## config.mk

```make
export PLATFORM = sky130hd
export DESIGN_NAME = otp_osc_trim_cfg
export DESIGN_NICKNAME = d
export VERILOG_FILES = /design/src/design/otp_pkg.sv /design/src/design/otp_osc_trim_cfg.sv
export VERILOG_INCLUDE_DIRS = /design/src /design/src/design
export SDC_FILE = /design/constraint.sdc
export NUM_CORES = 1
export LEC_CHECK = 0
export ABC_AREA = 1
export BUFFER_PORTS_ARGS = -buffer_cell sky130_fd_sc_hd__buf_4
export CAP_MARGIN = 20
export CORE_UTILIZATION = 45
export DETAILED_ROUTE_END_ITERATION = 7
export GPL_ROUTABILITY_DRIVEN = 0
export GPL_TIMING_DRIVEN = 0
export PLACE_DENSITY = 0.7
export SLEW_MARGIN = 20
export SYNTH_ARGS = -nofsm -noshare
export SYNTH_HDL_FRONTEND = slang
export SYNTH_SLANG_ARGS = --single-unit
```

## constraint.sdc

```tcl
create_clock -name i_sys_clk -period 2.6 [get_ports i_sys_clk]
set_input_delay 0.26 -clock i_sys_clk [delete_from_list [all_inputs] [get_ports i_sys_clk]]
set_output_delay 0.26 -clock i_sys_clk [all_outputs]
set_load 0.02 [all_outputs]
```

## src/design/otp_consts.svh

```systemverilog
`ifndef OTP_CONSTS_SVH
`define OTP_CONSTS_SVH

// Bus address map: oscillator group, then one group per loop
`define OTP_ADDR_W          8
`define OTP_OSC_BASE        8'h00
`define OTP_FLL_MID_BASE    8'h10
`define OTP_FLL_FAST_BASE   8'h18
`define OTP_GRP_MASK        8'hF8
`define OTP_OFS_MASK        8'h07

// Oscillator group offsets
`define OTP_SLOW_RC_TRIM_OFS   8'h04
`define OTP_PLL_SETUP_OFS      8'h05
`define OTP_LOOP_REF_OFS       8'h06

// Loop group offsets
`define OTP_FLL_CTRL_OFS       8'h00
`define OTP_FLL_FINE_OFS       8'h02
`define OTP_FLL_COARSE_OFS     8'h03
`define OTP_FLL_RATIO_LO_OFS   8'h05
`define OTP_FLL_RATIO_HI_OFS   8'h06

// Field positions
`define OTP_PLL_SRC_MSB     7
`define OTP_PLL_SRC_LSB     6
`define OTP_PLL_HALVE_BIT   5
`define OTP_PLL_FAC_MSB     4
`define OTP_FAST_REF_MSB    2
`define OTP_FAST_REF_LSB    1
`define OTP_MID_REF_BIT     0
`define OTP_FLL_EN_BIT      0

// Reset values
`define OTP_PLL_SETUP_RST   8'h00
`define OTP_LOOP_REF_RST    3'h0
`define OTP_RATIO_FAST_RST  16'h7A12
`define OTP_RATIO_MID_RST   16'h07A1

// Encodings
`define OTP_FAST_REF_SLOW_RC  2'h0
`define OTP_FAST_REF_XTAL     2'h1
`define OTP_FAST_REF_USB_SOF  2'h2

`endif

```

## src/design/otp_pkg.sv

```systemverilog
package otp_pkg;
    typedef logic [7:0] otp_byte_t;
    typedef enum logic [1:0] {
        OTP_PLL_IN_MID_RC  = 2'h0,
        OTP_PLL_IN_RSVD    = 2'h1,
        OTP_PLL_IN_FAST_RC = 2'h2,
        OTP_PLL_IN_EXT_CLK = 2'h3
    } otp_pll_src_e;
endpackage

```

## src/design/otp_osc_trim_cfg.sv

```systemverilog
// How it works
// - Reset loads factory trim into the slow oscillator trim register.
// - Software may rewrite the slow oscillator trim at any time.
// - Two-bit PLL source: 00 mid osc, 10 fast osc, 11 external, 01 reserved.
// - Divided-output bit, bit 5, halves the PLL output.
// - Five-bit multiply field sets factor 1x to 31x.
// - Fast loop reference: 00 slow osc, 01 watch crystal, 10 USB frame.
// - Mid loop reference bit resets to zero; one picks watch crystal.
// - Enable bit 0 starts the loop and run-time calibration.
// - Enable reads one until the loop has really stopped.
// - Coarse and fine fields form a 13-bit trim; manual when loop off.
// - Seven-bit fine field loads from factory and is auto-adjusted.
// - Calibration writes are ignored while the loop is enabled.
// - Six-bit coarse field loads from factory, untouched by the loop.
// - Compare value holds target ratio; fast loop resets to 0x7A12.
// - Compare low byte at offset 5, high byte at offset 6.
`timescale 1ns/10ps
`include "otp_consts.svh"

module otp_osc_trim_cfg
    import otp_pkg::*;
#(
    parameter int          CNT_W         = 16,
    parameter logic [15:0] RATIO_MID_RST = `OTP_RATIO_MID_RST
) (
    input  wire logic        i_sys_clk,               // System clock
    input  wire logic        i_rst_n,                 // Synchronous reset, active low
    input  wire logic [7:0]  i_addr,                  // Register byte address
    input  wire logic [7:0]  i_wdata,                 // Write data
    input  wire logic        i_wr,                    // Write strobe
    input  wire logic        i_rd,                    // Read strobe
    output logic      [7:0]  o_rdata,                 // Read data, cycle after strobe
    input  wire logic [7:0]  i_sig_slow_rc_trim,      // Factory slow osc trim
    input  wire logic [6:0]  i_sig_fine_trim [2],     // Factory fine trim, 0 mid 1 fast
    input  wire logic [5:0]  i_sig_coarse_trim [2],   // Factory coarse trim
    input  wire logic        i_osc_tick [2],          // Tick per loop oscillator cycle
    input  wire logic        i_slow_rc_tick,          // Slow osc reference tick
    input  wire logic        i_watch_crystal_tick,    // Watch crystal reference tick
    input  wire logic        i_usb_frame_start_tick,  // USB frame start tick
    output logic      [7:0]  o_slow_rc_trim_value,    // Slow osc trim
    output logic      [1:0]  o_pll_input_select,      // PLL input source
    output logic             o_pll_halve_output,      // Halve PLL output
    output logic      [4:0]  o_pll_multiply_factor,   // PLL multiply factor
    output logic      [1:0]  o_fast_rc_loop_reference, // Fast loop reference
    output logic             o_mid_rc_loop_reference, // Mid loop reference
    output logic      [12:0] o_fll_trim [2],          // Coarse and fine trim word
    output logic             o_fll_active [2]         // Loop running
);

    logic [7:0]  slow_trim_ff;
    otp_byte_t   pll_setup_ff;
    logic [2:0]  loop_ref_ff;
    logic [7:0]  rdata_ff;
    logic [7:0]  nxt_rdata;
    logic        en_ff      [2];
    logic        run_ff     [2];
    logic        primed_ff  [2];
    logic [6:0]  fine_ff    [2];
    logic [5:0]  coarse_ff  [2];
    logic [15:0] ratio_ff   [2];
    logic [CNT_W-1:0] cnt_ff [2];
    logic        ref_tick   [2];
    logic        grp_hit    [2];

    wire logic [7:0] ofs = i_addr & `OTP_OFS_MASK;
    wire logic       osc_hit = (i_addr & `OTP_GRP_MASK) == `OTP_OSC_BASE;
    assign grp_hit[0] = (i_addr & `OTP_GRP_MASK) == `OTP_FLL_MID_BASE;
    assign grp_hit[1] = (i_addr & `OTP_GRP_MASK) == `OTP_FLL_FAST_BASE;

    // Oscillator group registers
    always_ff @(posedge i_sys_clk) begin
        if (!i_rst_n) begin
            slow_trim_ff <= i_sig_slow_rc_trim;
        end else if (i_wr && osc_hit && ofs == `OTP_SLOW_RC_TRIM_OFS) begin
            slow_trim_ff <= i_wdata;
        end
    end

    always_ff @(posedge i_sys_clk) begin
        if (!i_rst_n) begin
            pll_setup_ff <= `OTP_PLL_SETUP_RST;
        end else if (i_wr && osc_hit && ofs == `OTP_PLL_SETUP_OFS) begin
            pll_setup_ff <= i_wdata;
        end
    end

    always_ff @(posedge i_sys_clk) begin
        if (!i_rst_n) begin
            loop_ref_ff <= `OTP_LOOP_REF_RST;
        end else if (i_wr && osc_hit && ofs == `OTP_LOOP_REF_OFS) begin
            loop_ref_ff <= i_wdata[2:0];
        end
    end

    // Reference routing per loop
    always_comb begin
        ref_tick[0] = loop_ref_ff[`OTP_MID_REF_BIT] ? i_watch_crystal_tick
                                                    : i_slow_rc_tick;
        unique case (loop_ref_ff[`OTP_FAST_REF_MSB:`OTP_FAST_REF_LSB])
            `OTP_FAST_REF_SLOW_RC: ref_tick[1] = i_slow_rc_tick;
            `OTP_FAST_REF_XTAL:    ref_tick[1] = i_watch_crystal_tick;
            `OTP_FAST_REF_USB_SOF: ref_tick[1] = i_usb_frame_start_tick;
            default:               ref_tick[1] = 1'b0;
        endcase
    end

    generate
        for (genvar g = 0; g < 2; g++) begin : g_fll
            logic busy;
            logic wr_here;
            assign busy    = en_ff[g] | run_ff[g];
            assign wr_here = i_wr && grp_hit[g];

            always_ff @(posedge i_sys_clk) begin
                if (!i_rst_n) begin
                    en_ff[g] <= 1'b0;
                end else if (wr_here && ofs == `OTP_FLL_CTRL_OFS) begin
                    en_ff[g] <= i_wdata[`OTP_FLL_EN_BIT];
                end
            end

            // After its first reference tick, loop stays running until the current reference period closes
            always_ff @(posedge i_sys_clk) begin
                if (!i_rst_n) begin
                    run_ff[g] <= 1'b0;
                end else if (en_ff[g]) begin
                    run_ff[g] <= 1'b1;
                end else if (ref_tick[g] || !primed_ff[g]) begin
                    run_ff[g] <= 1'b0;
                end
            end

            always_ff @(posedge i_sys_clk) begin
                if (!i_rst_n || !run_ff[g]) begin
                    primed_ff[g] <= 1'b0;
                end else if (ref_tick[g]) begin
                    primed_ff[g] <= 1'b1;
                end
            end

            // Oscillator ticks within one reference period, saturating
            always_ff @(posedge i_sys_clk) begin
                if (!i_rst_n || !run_ff[g] || ref_tick[g]) begin
                    cnt_ff[g] <= '0;
                end else if (i_osc_tick[g] && cnt_ff[g] != '1) begin
                    cnt_ff[g] <= cnt_ff[g] + 1'b1;
                end
            end

            always_ff @(posedge i_sys_clk) begin
                if (!i_rst_n) begin
                    fine_ff[g] <= i_sig_fine_trim[g];
                end else if (run_ff[g] && primed_ff[g] && ref_tick[g]) begin
                    if (CNT_W'(ratio_ff[g]) > cnt_ff[g] && fine_ff[g] != 7'h7F) begin
                        fine_ff[g] <= fine_ff[g] + 7'h01;
                    end else if (CNT_W'(ratio_ff[g]) < cnt_ff[g] && fine_ff[g] != 7'h00) begin
                        fine_ff[g] <= fine_ff[g] - 7'h01;
                    end
                end else if (wr_here && !busy && ofs == `OTP_FLL_FINE_OFS) begin
                    fine_ff[g] <= i_wdata[6:0];
                end
            end

            always_ff @(posedge i_sys_clk) begin
                if (!i_rst_n) begin
                    coarse_ff[g] <= i_sig_coarse_trim[g];
                end else if (wr_here && !busy && ofs == `OTP_FLL_COARSE_OFS) begin
                    coarse_ff[g] <= i_wdata[5:0];
                end
            end

            always_ff @(posedge i_sys_clk) begin
                if (!i_rst_n) begin
                    ratio_ff[g] <= (g == 1) ? `OTP_RATIO_FAST_RST : RATIO_MID_RST;
                end else if (wr_here && ofs == `OTP_FLL_RATIO_LO_OFS) begin
                    ratio_ff[g][7:0] <= i_wdata;
                end else if (wr_here && ofs == `OTP_FLL_RATIO_HI_OFS) begin
                    ratio_ff[g][15:8] <= i_wdata;
                end
            end

            assign o_fll_trim[g]   = {coarse_ff[g], fine_ff[g]};
            assign o_fll_active[g] = run_ff[g];
        end
    endgenerate

    // Read path, reserved bits as zero
    always_comb begin
        nxt_rdata = 8'h00;
        if (osc_hit) begin
            unique case (ofs)
                `OTP_SLOW_RC_TRIM_OFS: nxt_rdata = slow_trim_ff;
                `OTP_PLL_SETUP_OFS:    nxt_rdata = pll_setup_ff;
                `OTP_LOOP_REF_OFS:     nxt_rdata = {5'h00, loop_ref_ff};
                default:               nxt_rdata = 8'h00;
            endcase
        end
        for (int k = 0; k < 2; k++) begin
            if (grp_hit[k]) begin
                unique case (ofs)
                    `OTP_FLL_CTRL_OFS:     nxt_rdata = {7'h00, en_ff[k] | run_ff[k]};
                    `OTP_FLL_FINE_OFS:     nxt_rdata = {1'b0, fine_ff[k]};
                    `OTP_FLL_COARSE_OFS:   nxt_rdata = {2'h0, coarse_ff[k]};
                    `OTP_FLL_RATIO_LO_OFS: nxt_rdata = ratio_ff[k][7:0];
                    `OTP_FLL_RATIO_HI_OFS: nxt_rdata = ratio_ff[k][15:8];
                    default:               nxt_rdata = 8'h00;
                endcase
            end
        end
    end

    always_ff @(posedge i_sys_clk) begin
        if (!i_rst_n || !i_rd) begin
            rdata_ff <= 8'h00;
        end else begin
            rdata_ff <= nxt_rdata;
        end
    end

    assign o_rdata                  = rdata_ff;
    assign o_slow_rc_trim_value     = slow_trim_ff;
    assign o_pll_input_select       = pll_setup_ff[`OTP_PLL_SRC_MSB:`OTP_PLL_SRC_LSB];
    assign o_pll_halve_output       = pll_setup_ff[`OTP_PLL_HALVE_BIT];
    assign o_pll_multiply_factor    = pll_setup_ff[`OTP_PLL_FAC_MSB:0];
    assign o_fast_rc_loop_reference = loop_ref_ff[`OTP_FAST_REF_MSB:`OTP_FAST_REF_LSB];
    assign o_mid_rc_loop_reference  = loop_ref_ff[`OTP_MID_REF_BIT];

endmodule

```

# [Yosys cells after proc, flatten, opt, wreduce, memory -nomap -nowiden]
# Memories as Yosys holds them, arrays and structs flattened.
# Index checks and enable logic that the tools add are counted.
[classes] add_sub_neg=6 n_lt_le_gt_ge=4 n_eq_ne=14 mux=119 bitwise=24 reduce_logical=48
[ops] operator="$mux 1" count=96
[ops] operator="$pmux 8 s5" count=2
[ops] operator="$mux 8" count=9
[ops] operator="$mux 7" count=6
[ops] operator="$add 16x1->16 const B" count=2
[ops] operator="$gt 16x16->1" count=2
[ops] operator="$lt 16x16->1" count=2
[ops] operator="$mux 16" count=2
[ops] operator="$ne 16x16->1 const B" count=2
[ops] operator="$logic_and 1x1->1" count=28
[ops] operator="$or 1x1->1" count=24
[ops] operator="$pmux 8 s3" count=1
[ops] operator="$logic_not 8->1" count=2
[ops] operator="$add 7x1->7 const B" count=2
[ops] operator="$ne 7x7->1 const B" count=2
[ops] operator="$reduce_bool 7->1" count=2
[ops] operator="$sub 7x1->7 const B" count=2
[ops] operator="$mux 6" count=2
[ops] operator="$eq 5x2->1 const B" count=2
[ops] operator="$eq 3x3->1 const B" count=3
[ops] operator="$logic_not 1->1" count=8
[ops] operator="$logic_or 1x1->1" count=7
[ops] operator="$eq 3x2->1 const B" count=2
[ops] operator="$pmux 1 s3" count=1
[ops] operator="other kinds (4)" count=4
[totals] register_bits=27 ramBits=96 inputBits=59 output_inout_bits=55 wordCells=226 mem_count=7
[mem_list] name="cnt_ff" depth=2 word_bits=16 read_ports=2 rd_clocked_by_memory_dff=0 wr=2 line_no="otp_osc_trim_cfg.sv:61" rtl="logic [CNT_W-1:0] cnt_ff [2];"
[mem_list] name="ratio_ff" depth=2 word_bits=16 read_ports=2 rd_clocked_by_memory_dff=0 wr=2 line_no="otp_osc_trim_cfg.sv:60" rtl="logic [15:0] ratio_ff [2];"
[mem_list] name="fine_ff" depth=2 word_bits=7 read_ports=2 rd_clocked_by_memory_dff=0 wr=2 line_no="otp_osc_trim_cfg.sv:58" rtl="logic [6:0] fine_ff [2];"
[mem_list] name="coarse_ff" depth=2 word_bits=6 read_ports=2 rd_clocked_by_memory_dff=0 wr=2 line_no="otp_osc_trim_cfg.sv:59" rtl="logic [5:0] coarse_ff [2];"
[mem_list] name="en_ff" depth=2 word_bits=1 read_ports=2 rd_clocked_by_memory_dff=0 wr=2 line_no="otp_osc_trim_cfg.sv:55" rtl="logic en_ff [2];"
[mem_list] name="primed_ff" depth=2 word_bits=1 read_ports=2 rd_clocked_by_memory_dff=0 wr=2 line_no="otp_osc_trim_cfg.sv:57" rtl="logic primed_ff [2];"
[mem_list] name="+1 memories"

# [Logic depth before layout (Yosys ltp)]
# An unclocked memory read counts as a cell.
[logic_depth] depth_word=10 depth_mapped=22 ltp_nobuf=22

# [Worst setup path after synthesis]
# OpenSTA, ideal clock, no wires.
[synth_timing] path_kind="flip-flop to flip-flop" startpoint="memory cnt_ff[1][10]" endpoint="memory fine_ff[1][6], data pin" setup_time_ns=0.253 t_arrival_ns=2.505 t_required_ns=2.347 path_slack_ns=-0.159 stages_incl_launch_ff=21 n_path_buf=0 synth_period_minus_slack_ns=2.759 path_cell_list="edfxtp_1 -> inv_1 -> ha_1 -> nand2_1 -> inv_1 -> o21ai_0 -> a21oi_1 -> nor2_1 -> nand3_1 -> inv_1 -> ha_1 -> inv_1 -> o21ai_0 -> nand2_1 -> nand3_1 -> xor2_1 -> inv_1 -> nand3_1 -> nand2_1 -> nor2_1 -> nor2_1"
[synth_rtl] item="start: declaration" line_no="otp_osc_trim_cfg.sv:61"
[synth_rtl] item="end: declaration" line_no="otp_osc_trim_cfg.sv:58"

==> run metrics <==
status=finished with violations; failing checks=negative setup slack; CP Max Fanout=5; worst skew pair latency=0.42 ns; Worst setup SP type=register; total CTS buffers=17; period utilisation layout=108.4%; share of the synthesized area in the top cell type=38.94%; HPWL Detailed=17.70 mm; DRC=0; metal3 WL=2.005 mm; die height=133.6 µm; placed cell areas=0.008912 mm²; port bufs=112; worst min path class=primary input to register; Clock Sinks=123; Final min period=2.819 ns; drt wl/cell=18.25 µm; Worst-path clk slew=0.06 ns; IO Pins=114; gr ovfl total=0; worst hold start=i_sig_fine_trim[2]; Worst Setup Path Type=register to register; max cap viols=0; Non-Filler Instances=1346; Tot GR Track Use=28.03%; register area share after synthesis=44.59%; setup violators final=5; Design Area, Final=0.009937 mm²; reg2reg setup slack=-0.22 ns; Rel. slew slack=46.91%; worst reg2reg path depth=17; number of enable flip-flop cells after synthesis=101; number of routed nets with antenna violations=0; Syn Area/Cell=8.199 µm²; Synth async-reset ratio=0%; Synth area leader=edfxtp_1; RR Startpoint=ratio_ff[1][14]$_SDFFCE_PN1P_; nets@finish=1215; initial detailed-routing violation count=905; post-synthesis net count=1052; layout cells sized above 1=24.51%; CTS Buffer Depth=2; Max Clk Rate=354.8 MHz; Mapped Cells=950; row count=47; CP endpoint kind=register; pwr/cell area=534.2 mW/mm²; Leak=0.004278 µW; DR vias=7515; Setup WS post-layout=-0.2187 ns; metal2 WL=11.15 mm; DRT met1 WL=10.51 mm; commonest non-fill, non-tap cell in the layout=nand2_1; Final Hold Slack=0.09404 ns; ys flop type=edfxtp_1; WHS Path Cells=3; post-cts hold buffer count=0; worst slew pin tran=0.7880 ns; WP data arrival=3.00 ns; Worst Skew=0.008173 ns; DR top layer=met4; Post-Synthesis Cell Area=0.007789 mm²; initial core utilization=46.47%; Root Buffer=clkbuf_16; CTS tree=done; final hold violation count=0; RSZ-0062 raised after global routing=yes; Placed Instances=1282; synth-to-layout area growth=27.58%; total wire length=24.56 mm; die area=0.01784 mm²; core area=0.01676 mm²; Worst R2R End=fine_ff[1][6]$_DFFE_PP_; Avg Vias per Cell=5.583; critical path data required time=2.78 ns; H-tree levels=4; antenna cells=0; DRT Pass-1 Iters=6; initial antenna violation count=0; Die X-Extent=133.6 µm; largest net degree at the start of global routing=17; top cells by area, synth=edfxtp_1 (39%), nand2_1 (11%), ha_1 (6.7%); TNS Setup=-0.6529 ns; first-pass GRT wire length=37.96 mm; count of cell types in the netlist=52; Peak VDD IR=447.1 µV; commonest non-fill, non-tap cells in the layout=nand2_1 (216), buf_4 (146), inv_1 (124), edfxtp_1 (101), nor2_1 (89); Synth Register Bits=123; synthesis warning total=0; hold endpoint=fine_ff[1][2]$_DFFE_PP_; vias in the first global route=7116; Max Transition Viols Final=0
power by group:
group	switching, µW	internal (µW)	total [µW]
Clock	871	1510	2380
Sequential	78.7	2210	2290
Combinational	392	252	644
Total	1340	3970	5310
cell usage after synthesis (3+ instances only):
cell / number
o221ai_1: 4
nor3_2: 5
nor2_1: 91
nor3b_1: 3
inv_2: 3
o2111ai_1: 10
nand2_1: 220
o21ai_0: 50
xnor2_1: 3
xor2_1: 24
dfxtp_1: 22
o21ai_2: 3
a21oi_1: 40
buf_6: 4
clkbuf_1: 6
nor4_1: 3
buf_2: 10
a22oi_1: 3
inv_1: 140
nor3_1: 13
nand3_1: 63
nand3_2: 4
nor2_2: 5
or2_2: 3
nand4_1: 26
nand2_2: 9
o22ai_1: 3
edfxtp_1: 101
o21ai_1: 8
ha_1: 42
metrics by stage:
step | worst slack [ns] | total power [µW] | utilization (%)
3_3_place_gp | -0.4039 | 2890 | 53.18
6_report | -0.2187 | 5308 | 59.29
4_1_cts | -0.1237 | 5258 | 58.45
5_1_grt | -0.3877 | 5442 | 59.29
2_1_floorplan | -0.01616 | 2618 | -
3_5_place_dp | -0.4265 | 2898 | 53.18
sequential cells by signal (all words and copies together) (netlist names):
signal,flops
coarse_ff,12
fine_ff,14
o_slow_rc_trim_value,8
o_rdata,8
en_ff,2
ratio_ff,32
cnt_ff,32
loop_ref_ff,3
primed_ff,2
pll_setup_ff,8
run_ff,2
kinds of logic after synthesis:
group	share of synthesized area [%]
simple gates	27.00
xor+xnor	3.036
fa+ha+maj	7.004
compound gates	9.510
flops	44.59
buf+inv	8.851
how the worst max path moves through the flow:
stage / start / endpoint
5_1_grt: ratio_ff[1][1]$_SDFFCE_PN1P_ / fine_ff[1][6]$_DFFE_PP_
4_1_cts: ratio_ff[1][14]$_SDFFCE_PN1P_ / fine_ff[1][5]$_DFFE_PP_
3_5_place_dp: cnt_ff[1][9]$_SDFFCE_PN0P_ / fine_ff[1][5]$_DFFE_PP_
2_1_floorplan: cnt_ff[1][9]$_SDFFCE_PN0P_ / fine_ff[1][6]$_DFFE_PP_
3_3_place_gp: cnt_ff[1][9]$_SDFFCE_PN0P_ / fine_ff[1][6]$_DFFE_PP_
6_report: ratio_ff[1][14]$_SDFFCE_PN1P_ / fine_ff[1][6]$_DFFE_PP_
critical path, stage by stage, from the launching register on:
cell,delay [ns]
edfxtp_1,0.45
ha_4,0.31
nand4_1,0.17
nor2_2,0.20
nand2_2,0.11
nand3_4,0.13
inv_8,0.07
ha_4,0.29
inv_4,0.04
o21ai_2,0.13
nand2_1,0.06
nand3_1,0.07
xor2_1,0.16
inv_1,0.09
nand3_1,0.08
nand2_1,0.06
nor2_1,0.11
nor2_1,0.05
area by class of cell:
type                       count  area [µm²]
fill                        1493        6823
tap                          220       275.3
multi-input combinational    657        3825
timing repair buffer         144        1081
buffer                        24       140.1
inverter                     146       559.3
clock buffer                  25       495.5
clock inverter                 7       87.58
sequential                   123        3473
layer usage:
metal | global-route usage (%) | up-vias
met5 | 0 | -
met4 | 11.17 | 0
met3 | 5.746 | 78
met2 | 43.75 | 395
met1 | 38.02 | 3518
li1 | - | 3524
timing repair:
action / CTS / global route
buffers inserted: 19 / 13
setup endpoints to repair: 13 / 35
gates resized for setup: 32 / 21
gates cloned: 0 / 0
pin swaps: 12 / 20
Power figures use the tool's default switching activity.
